--- src/logic/dcr_pkg.sv ---
// Package: register map, field layout and types of the channel configuration register slice
package dcr_pkg;

  // ==========================================================
  // Register offsets
  localparam logic [6:0] ADDR_STREAM_LEN    = 7'h0e;
  localparam logic [6:0] ADDR_IFACE_CFG_C   = 7'h10;
  localparam logic [6:0] ADDR_IFACE_STATUS  = 7'h11;
  localparam logic [6:0] ADDR_CHAN_ENABLES  = 7'h14;
  localparam logic [6:0] ADDR_CHAN0_RANGE   = 7'h15;
  localparam logic [6:0] ADDR_FIRST         = 7'h00;
  localparam logic [6:0] ADDR_LAST          = 7'h7f;

  // ==========================================================
  // Reset values
  localparam logic [7:0] RST_STREAM_LEN     = 8'h00;
  localparam logic [7:0] RST_IFACE_CFG_C    = 8'h20;
  localparam logic [7:0] RST_CHAN_ENABLES   = 8'h80;
  localparam logic [7:0] RST_CHAN0_RANGE    = 8'h00;

  // ==========================================================
  // Field positions and masks
  localparam int         BIT_SINK_EN        = 7;
  localparam int         BIT_NOT_READY      = 7;
  localparam int         BIT_STRICT         = 5;
  localparam logic [7:0] MASK_CHAN_ENABLES  = 8'hbf;
  localparam int         NUM_CHAN           = 6;

  // Channel 0 range modes
  typedef enum logic [1:0] {
    DCR_RANGE_SOURCE = 2'h0,
    DCR_RANGE_SINK   = 2'h1,
    DCR_RANGE_BOTH   = 2'h2,
    DCR_RANGE_RSVD   = 2'h3
  } dcr_range_t;

  // Channel 0 range register layout
  typedef struct packed {
    logic [5:0] scale;
    dcr_range_t mode;
  } dcr_range_reg_t;

  // Register access request from the serial framer
  typedef struct packed {
    logic       start;
    logic       write;
    logic       read;
    logic [6:0] addr;
    logic [7:0] wdata;
  } dcr_req_t;

  // Streaming controls from the interface configuration registers
  typedef struct packed {
    logic no_streaming;
    logic ascend;
  } dcr_stream_cfg_t;

endpackage : dcr_pkg

--- src/logic/dcr_addr_step.sv ---
// Streaming address stepper: computes each next register address in a stream
`timescale 1ns/1ps
module dcr_addr_step #(
  parameter int AW = 7
) (
  // Clock and reset
  input  wire logic                     clock,
  input  wire logic                     rst,
  // Stream control
  input  wire logic                     start,
  input  wire logic [AW-1:0]            start_addr,
  input  wire logic                     step,
  input  wire dcr_pkg::dcr_stream_cfg_t cfg,
  input  wire logic [7:0]               stream_len,
  // Current address
  output logic      [AW-1:0]            addr
);

  // ==========================================================
  // Address state
  logic [AW-1:0] addr_reg;
  logic [AW-1:0] addr_next;
  logic [AW-1:0] first_reg;
  logic [AW-1:0] first_next;
  logic [7:0]    count_reg;
  logic [7:0]    count_next;
  logic [AW-1:0] base_addr;
  logic [7:0]    base_count;

  function automatic logic [AW-1:0] bump(input logic [AW-1:0] a, input logic up);
    bump = up ? AW'(a + 1'b1) : AW'(a - 1'b1);
  endfunction : bump

  always_comb begin
    // A start byte is itself an access: stepping from the framed address keeps
    // the second byte of a stream off the address the first one used, except at stream length 1
    base_addr  = start ? start_addr : addr_reg;
    first_next = start ? start_addr : first_reg;
    base_count = start ? 8'h00 : count_reg;
    addr_next  = base_addr;
    count_next = base_count;
    if (step && !cfg.no_streaming) begin
      if (stream_len != 8'h00 && base_count == 8'(stream_len - 8'h01)) begin
        addr_next  = first_next;
        count_next = 8'h00;
      end else if (stream_len == 8'h00 && cfg.ascend && base_addr == dcr_pkg::ADDR_LAST) begin
        addr_next = dcr_pkg::ADDR_FIRST;
      end else if (stream_len == 8'h00 && !cfg.ascend && base_addr == dcr_pkg::ADDR_FIRST) begin
        addr_next = dcr_pkg::ADDR_LAST;
      end else begin
        addr_next  = bump(base_addr, cfg.ascend);
        count_next = 8'(base_count + 8'h01);
      end
    end
  end

  always_ff @(posedge clock) begin
    if (rst) begin
      addr_reg  <= '0;
      first_reg <= '0;
      count_reg <= 8'h00;
    end else begin
      addr_reg  <= addr_next;
      first_reg <= first_next;
      count_reg <= count_next;
    end
  end

  assign addr = addr_reg;

endmodule : dcr_addr_step

--- src/logic/dcr_regs.sv ---
// Channel configuration register slice clocked by the serial clock
// ==========================================================
// Summary of operation
// - Nonzero stream length: step that many addresses, then return to stream start.
// - Zero stream length: step to end of space, wrap, continue same direction.
// - Busy flag at status bit 7 is set while data cannot be accepted; resets 0.
// - Enables bit 7 turns the channel 0 sink generator on; resets to 1.
// - Enables bits 5..0 are active-low shutdowns of channels 5..0; reset 0.
// - Range bits 7:2 hold channel 0 scaling factor; reset zero.
// - Range bits 1:0 pick source-only, sink-only or both for channel 0.
// - Mirrored ascension bits: set increments, clear decrements streaming addresses.
// - Single-instruction bit disables streaming; bytes after the start byte stay on the framed address.
`timescale 1ns/1ps
module dcr_regs #(
  parameter int AW = 7
) (
  // Clock and reset
  input  wire logic                     clock,
  input  wire logic                     rst,
  // Access from the serial framer
  input  wire dcr_pkg::dcr_req_t        req,
  input  wire dcr_pkg::dcr_stream_cfg_t stream_cfg,
  input  wire logic                     core_busy,
  output logic      [7:0]               rdata,
  output logic                          rdata_hit,
  output logic      [AW-1:0]            cur_addr,
  // Analog controls
  output logic                          chan0_sink_enable,
  output logic      [dcr_pkg::NUM_CHAN-1:0] chan_output_on,
  output logic      [5:0]               chan0_scale_factor,
  output dcr_pkg::dcr_range_t           chan0_range_select
);

  // ==========================================================
  // Address stepping
  logic [7:0] stream_len_reg;
  logic [7:0] stream_len_next;
  logic       access;

  assign access = req.write | req.read;

  dcr_addr_step #(.AW(AW)) u_step (
    .clock      (clock),
    .rst        (rst),
    .start      (req.start),
    .start_addr (req.addr),
    .step       (access),
    .cfg        (stream_cfg),
    .stream_len (stream_len_reg),
    .addr       (cur_addr)
  );

  // Start cycle uses the framed address, later bytes the stepped one
  logic [AW-1:0] eff_addr;
  assign eff_addr = req.start ? req.addr : cur_addr;

  // ==========================================================
  // Registers
  logic [7:0]               chan_en_reg;
  logic [7:0]               chan_en_next;
  dcr_pkg::dcr_range_reg_t  range_reg;
  dcr_pkg::dcr_range_reg_t  range_next;
  logic                     busy_reg;
  logic                     busy_next;
  logic [7:0]               rdata_reg;
  logic [7:0]               rdata_next;
  logic                     hit_reg;
  logic                     hit_next;
  logic [7:0]               status_val;
  logic [7:0]               cfg_c_val;

  always_comb begin
    status_val = 8'h00;
    status_val[dcr_pkg::BIT_NOT_READY] = busy_reg;
    cfg_c_val = dcr_pkg::RST_IFACE_CFG_C;
  end

  always_comb begin
    stream_len_next = stream_len_reg;
    chan_en_next    = chan_en_reg;
    range_next      = range_reg;
    // Busy tracks the core; writes while busy are dropped
    busy_next       = core_busy;
    rdata_next      = rdata_reg;
    hit_next        = 1'b0;
    if (req.write && !busy_reg) begin
      case (eff_addr)
        dcr_pkg::ADDR_STREAM_LEN:   stream_len_next = req.wdata;
        dcr_pkg::ADDR_CHAN_ENABLES: chan_en_next = req.wdata & dcr_pkg::MASK_CHAN_ENABLES;
        dcr_pkg::ADDR_CHAN0_RANGE:  range_next = req.wdata;
        default: ;
      endcase
    end
    if (req.read) begin
      hit_next = 1'b1;
      case (eff_addr)
        dcr_pkg::ADDR_STREAM_LEN:   rdata_next = stream_len_reg;
        dcr_pkg::ADDR_IFACE_CFG_C:  rdata_next = cfg_c_val;
        dcr_pkg::ADDR_IFACE_STATUS: rdata_next = status_val;
        dcr_pkg::ADDR_CHAN_ENABLES: rdata_next = chan_en_reg;
        dcr_pkg::ADDR_CHAN0_RANGE:  rdata_next = range_reg;
        default: begin
          rdata_next = 8'h00;
          hit_next   = 1'b0;
        end
      endcase
    end
  end

  always_ff @(posedge clock) begin
    if (rst) begin
      stream_len_reg <= dcr_pkg::RST_STREAM_LEN;
      chan_en_reg    <= dcr_pkg::RST_CHAN_ENABLES;
      range_reg      <= dcr_pkg::RST_CHAN0_RANGE;
      busy_reg       <= 1'b0;
      rdata_reg      <= 8'h00;
      hit_reg        <= 1'b0;
    end else begin
      stream_len_reg <= stream_len_next;
      chan_en_reg    <= chan_en_next;
      range_reg      <= range_next;
      busy_reg       <= busy_next;
      rdata_reg      <= rdata_next;
      hit_reg        <= hit_next;
    end
  end

  // ==========================================================
  // Outputs
  assign rdata              = rdata_reg;
  assign rdata_hit          = hit_reg;
  assign chan0_sink_enable  = chan_en_reg[dcr_pkg::BIT_SINK_EN];
  assign chan_output_on     = chan_en_reg[dcr_pkg::NUM_CHAN-1:0];
  assign chan0_scale_factor = range_reg.scale;
  assign chan0_range_select = range_reg.mode;

  // ==========================================================
  // Checks
  property p_busy_follows;
    @(posedge clock) disable iff (rst)
    core_busy |=> (status_val[dcr_pkg::BIT_NOT_READY] == 1'b1);
  endproperty
  a_busy_follows: assert property (p_busy_follows) else $error("busy flag missed");

  property p_write_range;
    @(posedge clock) disable iff (rst)
    (req.write && !busy_reg && eff_addr == dcr_pkg::ADDR_CHAN0_RANGE)
      |=> (chan0_scale_factor == $past(req.wdata[7:2])
        && chan0_range_select == $past(req.wdata[1:0]));
  endproperty
  a_write_range: assert property (p_write_range) else $error("range write lost");

  property p_enables;
    @(posedge clock) disable iff (rst)
    (req.write && !busy_reg && eff_addr == dcr_pkg::ADDR_CHAN_ENABLES)
      |=> (chan_output_on == $past(req.wdata[5:0]) && chan0_sink_enable == $past(req.wdata[7]));
  endproperty
  a_enables: assert property (p_enables) else $error("enable write lost");

  property p_busy_blocks;
    @(posedge clock) disable iff (rst)
    (req.write && busy_reg) |=> $stable(chan_en_reg) && $stable(range_reg);
  endproperty
  a_busy_blocks: assert property (p_busy_blocks) else $error("write taken while busy");

  property p_strict;
    @(posedge clock) disable iff (rst)
    1'b1 ##1 (req.read && eff_addr == dcr_pkg::ADDR_IFACE_CFG_C)
      |=> rdata[dcr_pkg::BIT_STRICT];
  endproperty
  a_strict: assert property (p_strict) else $error("strict bit not set");

  property p_no_stream;
    @(posedge clock) disable iff (rst)
    (access && stream_cfg.no_streaming) |=> cur_addr == $past(eff_addr);
  endproperty
  a_no_stream: assert property (p_no_stream) else $error("address stepped");

  property p_ascend;
    @(posedge clock) disable iff (rst)
    (access && !stream_cfg.no_streaming && stream_len_reg == 8'h00
      && stream_cfg.ascend && eff_addr != dcr_pkg::ADDR_LAST)
      |=> cur_addr == AW'($past(eff_addr) + 1'b1);
  endproperty
  a_ascend: assert property (p_ascend) else $error("ascend step wrong");

  property p_wrap;
    @(posedge clock) disable iff (rst)
    (access && !stream_cfg.no_streaming && stream_len_reg == 8'h00
      && !stream_cfg.ascend && eff_addr == dcr_pkg::ADDR_FIRST)
      |=> cur_addr == dcr_pkg::ADDR_LAST;
  endproperty
  a_wrap: assert property (p_wrap) else $error("wrap wrong");

  property p_loop;
    @(posedge clock) disable iff (rst)
    (req.start && stream_len_reg == 8'h01 && !stream_cfg.no_streaming)
      ##1 (access && !req.start && $stable(stream_len_reg))
      |=> cur_addr == $past(cur_addr);
  endproperty
  a_loop: assert property (p_loop) else $error("stream loop wrong");

  // The status read shows the busy input as it stood two edges earlier
  property p_busy_read;
    @(posedge clock) disable iff (rst)
    (req.read && eff_addr == dcr_pkg::ADDR_IFACE_STATUS)
      |=> rdata[dcr_pkg::BIT_NOT_READY] == $past(core_busy, 2);
  endproperty
  a_busy_read: assert property (p_busy_read) else $error("busy flag not read back");

  // Read data is registered, so it must match the register as it stood at the read edge
  property p_read_range;
    @(posedge clock) disable iff (rst)
    (req.read && eff_addr == dcr_pkg::ADDR_CHAN0_RANGE)
      |=> (rdata_hit && rdata == $past(range_reg));
  endproperty
  a_read_range: assert property (p_read_range) else $error("range readback wrong");

  property p_reset_values;
    @(posedge clock)
    $fell(rst) |-> (chan_en_reg == dcr_pkg::RST_CHAN_ENABLES
      && range_reg == dcr_pkg::RST_CHAN0_RANGE);
  endproperty
  a_reset_values: assert property (p_reset_values) else $error("reset value wrong");

endmodule : dcr_regs

--- config.mk ---
export PLATFORM = sky130hd
export DESIGN_NAME = dcr_regs
export DESIGN_NICKNAME = d
export VERILOG_FILES = /design/src/logic/dcr_pkg.sv /design/src/logic/dcr_addr_step.sv /design/src/logic/dcr_regs.sv
export SDC_FILE = /design/constraint.sdc
export NUM_CORES = 1
export LEC_CHECK = 0
export BUFFER_PORTS_ARGS = -buffer_cell sky130_fd_sc_hd__buf_2
export CORE_MARGIN = 3
export CORE_UTILIZATION = 49
export CTS_CLUSTER_SIZE = 12
export DETAILED_ROUTE_END_ITERATION = 7
export PLACE_DENSITY = 0.71
export SLEW_MARGIN = 40
export SYNTH_ARGS = -nofsm -noshare
export SYNTH_HDL_FRONTEND = slang
export SYNTH_SLANG_ARGS = --single-unit
--- constraint.sdc ---
create_clock -name clock -period 4.8 [get_ports clock]
set_clock_uncertainty 0.15 [all_clocks]
set_input_delay 0.48 -clock clock [delete_from_list [all_inputs] [get_ports clock]]
set_output_delay 0.48 -clock clock [all_outputs]
set_load 0.01 [all_outputs]
Word level (Yosys, flattened, before mapping)
Cells that the tools add are included.

storage, ports and cells
  register bits after elaboration = 55
  output and inout port bits = 31
  word-level logic and storage cells = 55

operators by class
  add/sub/neg operators = 4
  eq/ne operators = 7
  muxes and demuxes = 14
  bitwise operators = 2
  reduce and logical (&&, ||, !) cells = 18

operators with widths
  operator             count
  $mux 7               7
  $mux 8               5
  $pmux 8 s5           1
  $eq 7x5->1 const B   4
  $add 8x1->8 const B  1
  $eq 8x8->1           1
  $logic_not 8->1      1
  $reduce_bool 8->1    1
  $sub 8x1->8 const B  1
  $add 7x1->7 const B  1
  $eq 7x4->1 const B   1
  $eq 7x7->1 const B   1
  $logic_and 1x1->1    7
  $logic_not 7->1      1
  $sub 7x1->7 const B  1
  $reduce_and 2->1     3
  $reduce_or 5->1      1
  $logic_not 1->1      3
  $reduce_or 2->1      1
  $mux 1               1
  $not 1->1            1
  $or 1x1->1           1

Logic depth before layout (Yosys ltp)
  depth in word-level cells = 7
  depth in mapped cells = 12
  gate-level depth less buffers = 11

By module
From an unflattened synthesis, not the netlist that was laid out.

second synthesis, totals
  cell total of the unflattened synthesis = 379
  area, all modules = 3258.1 µm²

modules (own cells, without submodules)
  module         instances  cells an instance  area an instance (µm²)
  dcr_addr_step  1          216                1737.9
  dcr_regs       1          163                1520.2

Worst setup path before layout
Ideal clock, no wire load.

  path type = input -> register
  start = input port req[17] (netlist bit)
  end = register u_step.addr_reg[6] (netlist: u_step.addr[6])
  library setup time = 0.101 ns
  data arrival time = 2.622 ns
  required time = 4.549 ns
  path slack = 1.927 ns
  stages = 12
  path buffers = 3
  cells stage by stage = buf_4 -> buf_2 -> buf_2 -> mux2_2 -> ha_1 -> nor2_1 -> nor2_1 -> a21o_1 -> a21oi_1 -> xnor2_1 -> nor2_1 -> o41ai_1

on the way
  longest elaborated chain between the ends = 7
  elaborated cells on any way between the ends = 16

RTL lines
  what                                                RTL line                                  source
  start: declaration                                  dcr_regs.sv:21                            input wire dcr_pkg::dcr_req_t req,
  $mux 7                                              dcr_addr_step.sv:37                       base_addr = start ? start_addr : addr_reg;
  $sub 7x1->7, or another cell as far along           dcr_addr_step.sv:31                       bump = up ? AW'(a + 1'b1) : AW'(a - 1'b1);
  $mux 7 / $logic_and 1x1->1 (equally long branches)  dcr_addr_step.sv:31, dcr_addr_step.sv:48
  $mux 7                                              dcr_addr_step.sv:48                       end else if (stream_len == 8'h00 && !cfg.ascend && base_addr == dcr_pkg::ADDR_FIRST) begin
  $mux 7                                              dcr_addr_step.sv:46                       end else if (stream_len == 8'h00 && cfg.ascend && base_addr == dcr_pkg::ADDR_LAST) begin
  $mux 7                                              dcr_addr_step.sv:43                       if (stream_len != 8'h00 && base_count == 8'(stream_len - 8'h01)) begin
  $mux 7 *                                            dcr_addr_step.sv:42                       if (step && !cfg.no_streaming) begin
  end signal: assignment                              dcr_addr_step.sv:63                       addr_reg <= addr_next;
  end: declaration                                    dcr_addr_step.sv:21                       logic [AW-1:0] addr_reg;

Mark *: on every way between the ends. The rest lies on a longest branch, timed or not.
A chain may end at the register's enable or synchronous reset.

Final worst setup path
  start = input port req[17] (netlist bit)
  end = register stream_len_reg[7]

on the way
  longest elaborated chain between the ends = 3

RTL lines
  what                        RTL line         source
  $mux 7                      dcr_regs.sv:55   assign eff_addr = req.start ? req.addr : cur_addr;
  $eq 7x4->1                  dcr_regs.sv:87   case (eff_addr)
  $reduce_and 2->1 (no line)  -
  end signal: assignment      dcr_regs.sv:112  stream_len_reg <= dcr_pkg::RST_STREAM_LEN;
  end signal: assignment      dcr_regs.sv:119  stream_len_reg <= stream_len_next;
  end: declaration            dcr_regs.sv:36   logic [7:0] stream_len_reg;

No other way between the ends.

==> summary.txt <==
Outcome
  – Status: completed

Place
  – HPWL after DPL: between 5000 and 6000 um
  – Worst slack, placed: around 1.3 ns
  – Number of buffers added on ports: 53
  – Final RePlAce weighted congestion: 0.871

Clock network
  – Reg clk slew, reported paths: 0.10 ns
  – CTS Buf Count: 5
  – Post-CTS Setup Inserts: 0
  – Post-CTS sizing: 0
  – CTS tree: yes
  – Clk Latency, worst-skew pair: a little over 0.3 ns
  – Maximum clock path buffer count: 2
  – CTS Root Cell: clkbuf_8
  – CTS Sinks: 55
  – H-Tree Level Count: 2
  – Hold buffer count at cts: 0

Timing
  – Final Setup Violations: 0
  – Sum Neg Setup Slack: 0 ns
  – Slew headroom: approximately 45%
  – Worst slew pin tran: around 0.8 ns
  – Minimum clock period: 3.01 ns
  – Final Hold Viols: 0
  – Setup WS post-layout: ~1.8 ns
  – Slew Viols, Final: 0
  – RSZ-0062 raised after global routing: false
  – Final worst-path cycle share: between 60% and 70%
  – Max Clk Rate: about 330 MHz

Final layout
  – Reg area: roughly 1100 um2
  – Filler cells: 576
  – Inserted Diodes: 0
  – Area occupied by multi-input gates: around 1900 um2
  – P&R area growth vs syn: 12.1%
  – Nets@finish: about 430
  – Fraction of layout cells with a size suffix above 1: slightly above 20%

Synthesis
  – Mux share of post-synthesis cell area: roughly 11%
  – Net Count, Synth: about 390
  – Share of the synthesized area in the top cell type: a little over a third
  – Post-synthesis simple-gate area fraction: 27.0%
  – Post-synthesis xor/xnor area fraction: ~6.7%
  – Post-Synthesis Cells: 355
  – Synth cell types: 61
  – Post-synthesis compound-gate area fraction: 12.2%
  – Main combinational cell family by area after synthesis: simple AND/OR/NAND/NOR gates
  – Post-Synth Adder-Cell Area: 3.81%
  – Post-synth top area cell: dfxtp_1
  – EDFF count, synth: 0
  – Mapped Area: 3150 um2
  – Sequential cell area fraction in the yosys report: a little over a third
  – Post-synth top flop: dfxtp_1
  – Avg Cell Area, Syn: 8.87 um2
  – Synth Warn #: 0
  – #FFs+latches synth: 55
  – Largest cells by area after synthesis: dfxtp_1, mux2i_1, nor2_1, xnor2_1, nand2_1
  – Fraction of registers with async set/reset: 0%

Critical path
  – Reg-to-reg slack, setup: ~2.1 ns
  – Worst R2R Start: stream_len_reg[2]$_SDFFE_PP0P_
  – Worst Path Max Fanout: between 40 and 50
  – Crit path launch: req[17]
  – Worst endpoint data arrival time: 3.04 ns
  – Critical Path End: stream_len_reg[7]$_SDFFE_PP0P_
  – Critical R2R Capture: u_step.count_reg[5]$_SDFF_PP0_
  – Required @ worst endpoint: just under 5 ns
  – Worst Reg2Reg Path Length in Cells: 7
  – Setup CP Type: in -> reg
  – Crit path launch type: primary input
  – Worst setup EP type: flip-flop

GRT
  – Congestion Overflow GR: 0
  – Vias in the first global route: about 2,500
  – First-pass GRT wire length: about 13,000 um
  – Global Route Usage Sum: a little over a fifth
  – Largest net degree at the start of global routing: 44
  – Initial antenna violation count: 0

Die
  – Starting density of the core: 52.0%
  – Die Span X: 86.2 um
  – Die area: approximately 7400 um2
  – I/O pin cnt: 54
  – Core area: 6060 um2
  – Row count: 28
  – Die height: approximately 86 um

Power and ir drop
  – VDD IR max: 0.168 mV
  – Leakage: about 0.0014 uW
  – Power Density: about 260 nW/um2

Drt
  – 1st-iter DRT viols: about 140
  – WL/cell: 15.7 um
  – Drt first pass iters: 5
  – Metal-1 WL: 3250 um
  – Vias/cell: 5.70
  – DR WL met2: 3670 um
  – Post-route antenna net violation count: 0
  – DR WL met3: ~430 um
  – Max layer used: met4
  – DRC viols: 0
  – Drt total wl: between 7000 and 8000 um
  – Via count: roughly 2,700

Flow run
  – MaxCap Viol Count: 0

Worst hold path
  – Min-delay worst type: in -> reg
[cells by family (layout without fill, tap and decap cells)]
family | Yosys count | after routing
AND/OR/NAND/NOR | 154 | 154
AO/OA/AOI/OAI | 51 | 51
XOR/XNOR | 24 | 24
buffers and inverters | 28 | 75
adder cells (fa/ha/maj) | 9 | 9
flip-flops | 55 | 55
multiplexers | 34 | 34
[cell usage after synthesis, drive strengths merged (2+ instances only)]
cell / number
nor2: 57
a31oi: 4
and2: 2
and3b: 6
mux2i: 31
xnor2: 18
a21o: 3
nor4b: 2
o21ai: 14
nand2: 29
ha: 8
dfxtp: 55
nand3: 6
mux2: 3
nor2b: 10
or3: 5
nor4: 11
a21oi: 9
nor3: 15
buf: 9
clkbuf: 6
a222oi: 6
inv: 13
xor2: 6
nand2b: 3
a311oi: 3
[stage by stage]
step	area, um2	power [uW]	hold slack [ns]	utilization [%]	instances
after detailed placement	3430	655	0.291	56.6	469
final	3530	906	0.223	58.2	477
after floorplan	3150	608	0.298	-	355
after global routing	3530	952	0.223	58.2	477
after CTS	3520	916	0.212	58.1	477
after global placement	3420	652	0.282	56.4	468
[worst min-delay path by stage]
stage	start	cells past startpoint	end	slack, ns
2_1_floorplan	u_step.first_reg[3]$_SDFF_PP0_	2	u_step.first_reg[3]$_SDFF_PP0_	0.30
3_3_place_gp	rdata[0]$_SDFFE_PP0P_	2	rdata[0]$_SDFFE_PP0P_	0.28
3_5_place_dp	rdata[2]$_SDFFE_PP0P_	2	rdata[2]$_SDFFE_PP0P_	0.29
4_1_cts	core_busy	2	busy_reg$_SDFF_PP0_	0.21
5_1_grt	core_busy	2	busy_reg$_SDFF_PP0_	0.22
6_report	core_busy	2	busy_reg$_SDFF_PP0_	0.22
[power by group]
part,switching [uW],total (uW),internal [uW]
clock,155,260,105
sequential,11.5,480,469
combinational,99.9,166,66.6
total,266,906,640
[per-layer routing]
metal / GRT usage [%] / up-vias
met3: 3.52 / 10
li1: - / 1350
met4: 5.67 / 0
met5: 0 / -
met2: 35.4 / 79
met1: 27.9 / 1282
[worst max-delay path, cell delays in order]
cell and delay, ns:
buf_4 0.40, mux2i_2 0.57, nand2_1 0.18, nor4_4 0.47, and3b_1 0.60, mux2i_1 0.27
nor2_1 0.06
[placed cells by master (no fill, tap or decap), types with 6 or more instances in the layout]
master and n:
a21oi_1 7, a222oi_1 6, and3b_1 6, buf_2 52
dfxtp_1 55, ha_1 8, inv_1 12, mux2i_1 30
nand2_1 29, nand3_1 6, nor2_1 57, nor2b_1 9
nor3_1 14, o21ai_0 11, xnor2_1 18, xor2_1 6
[final cells by class]
| cell class | count | share of cell area (%) |
|---|---|---|
| clock inverter | 2 | 0.496 |
| timing repair buffer | 54 | 7.80 |
| multi-input combinational | 272 | 54.4 |
| clock buffer | 6 | 2.06 |
| tap | 75 | 2.66 |
| sequential | 55 | 31.2 |
| inverter | 13 | 1.38 |
Note: power is estimated with default switching activity, not from simulation.
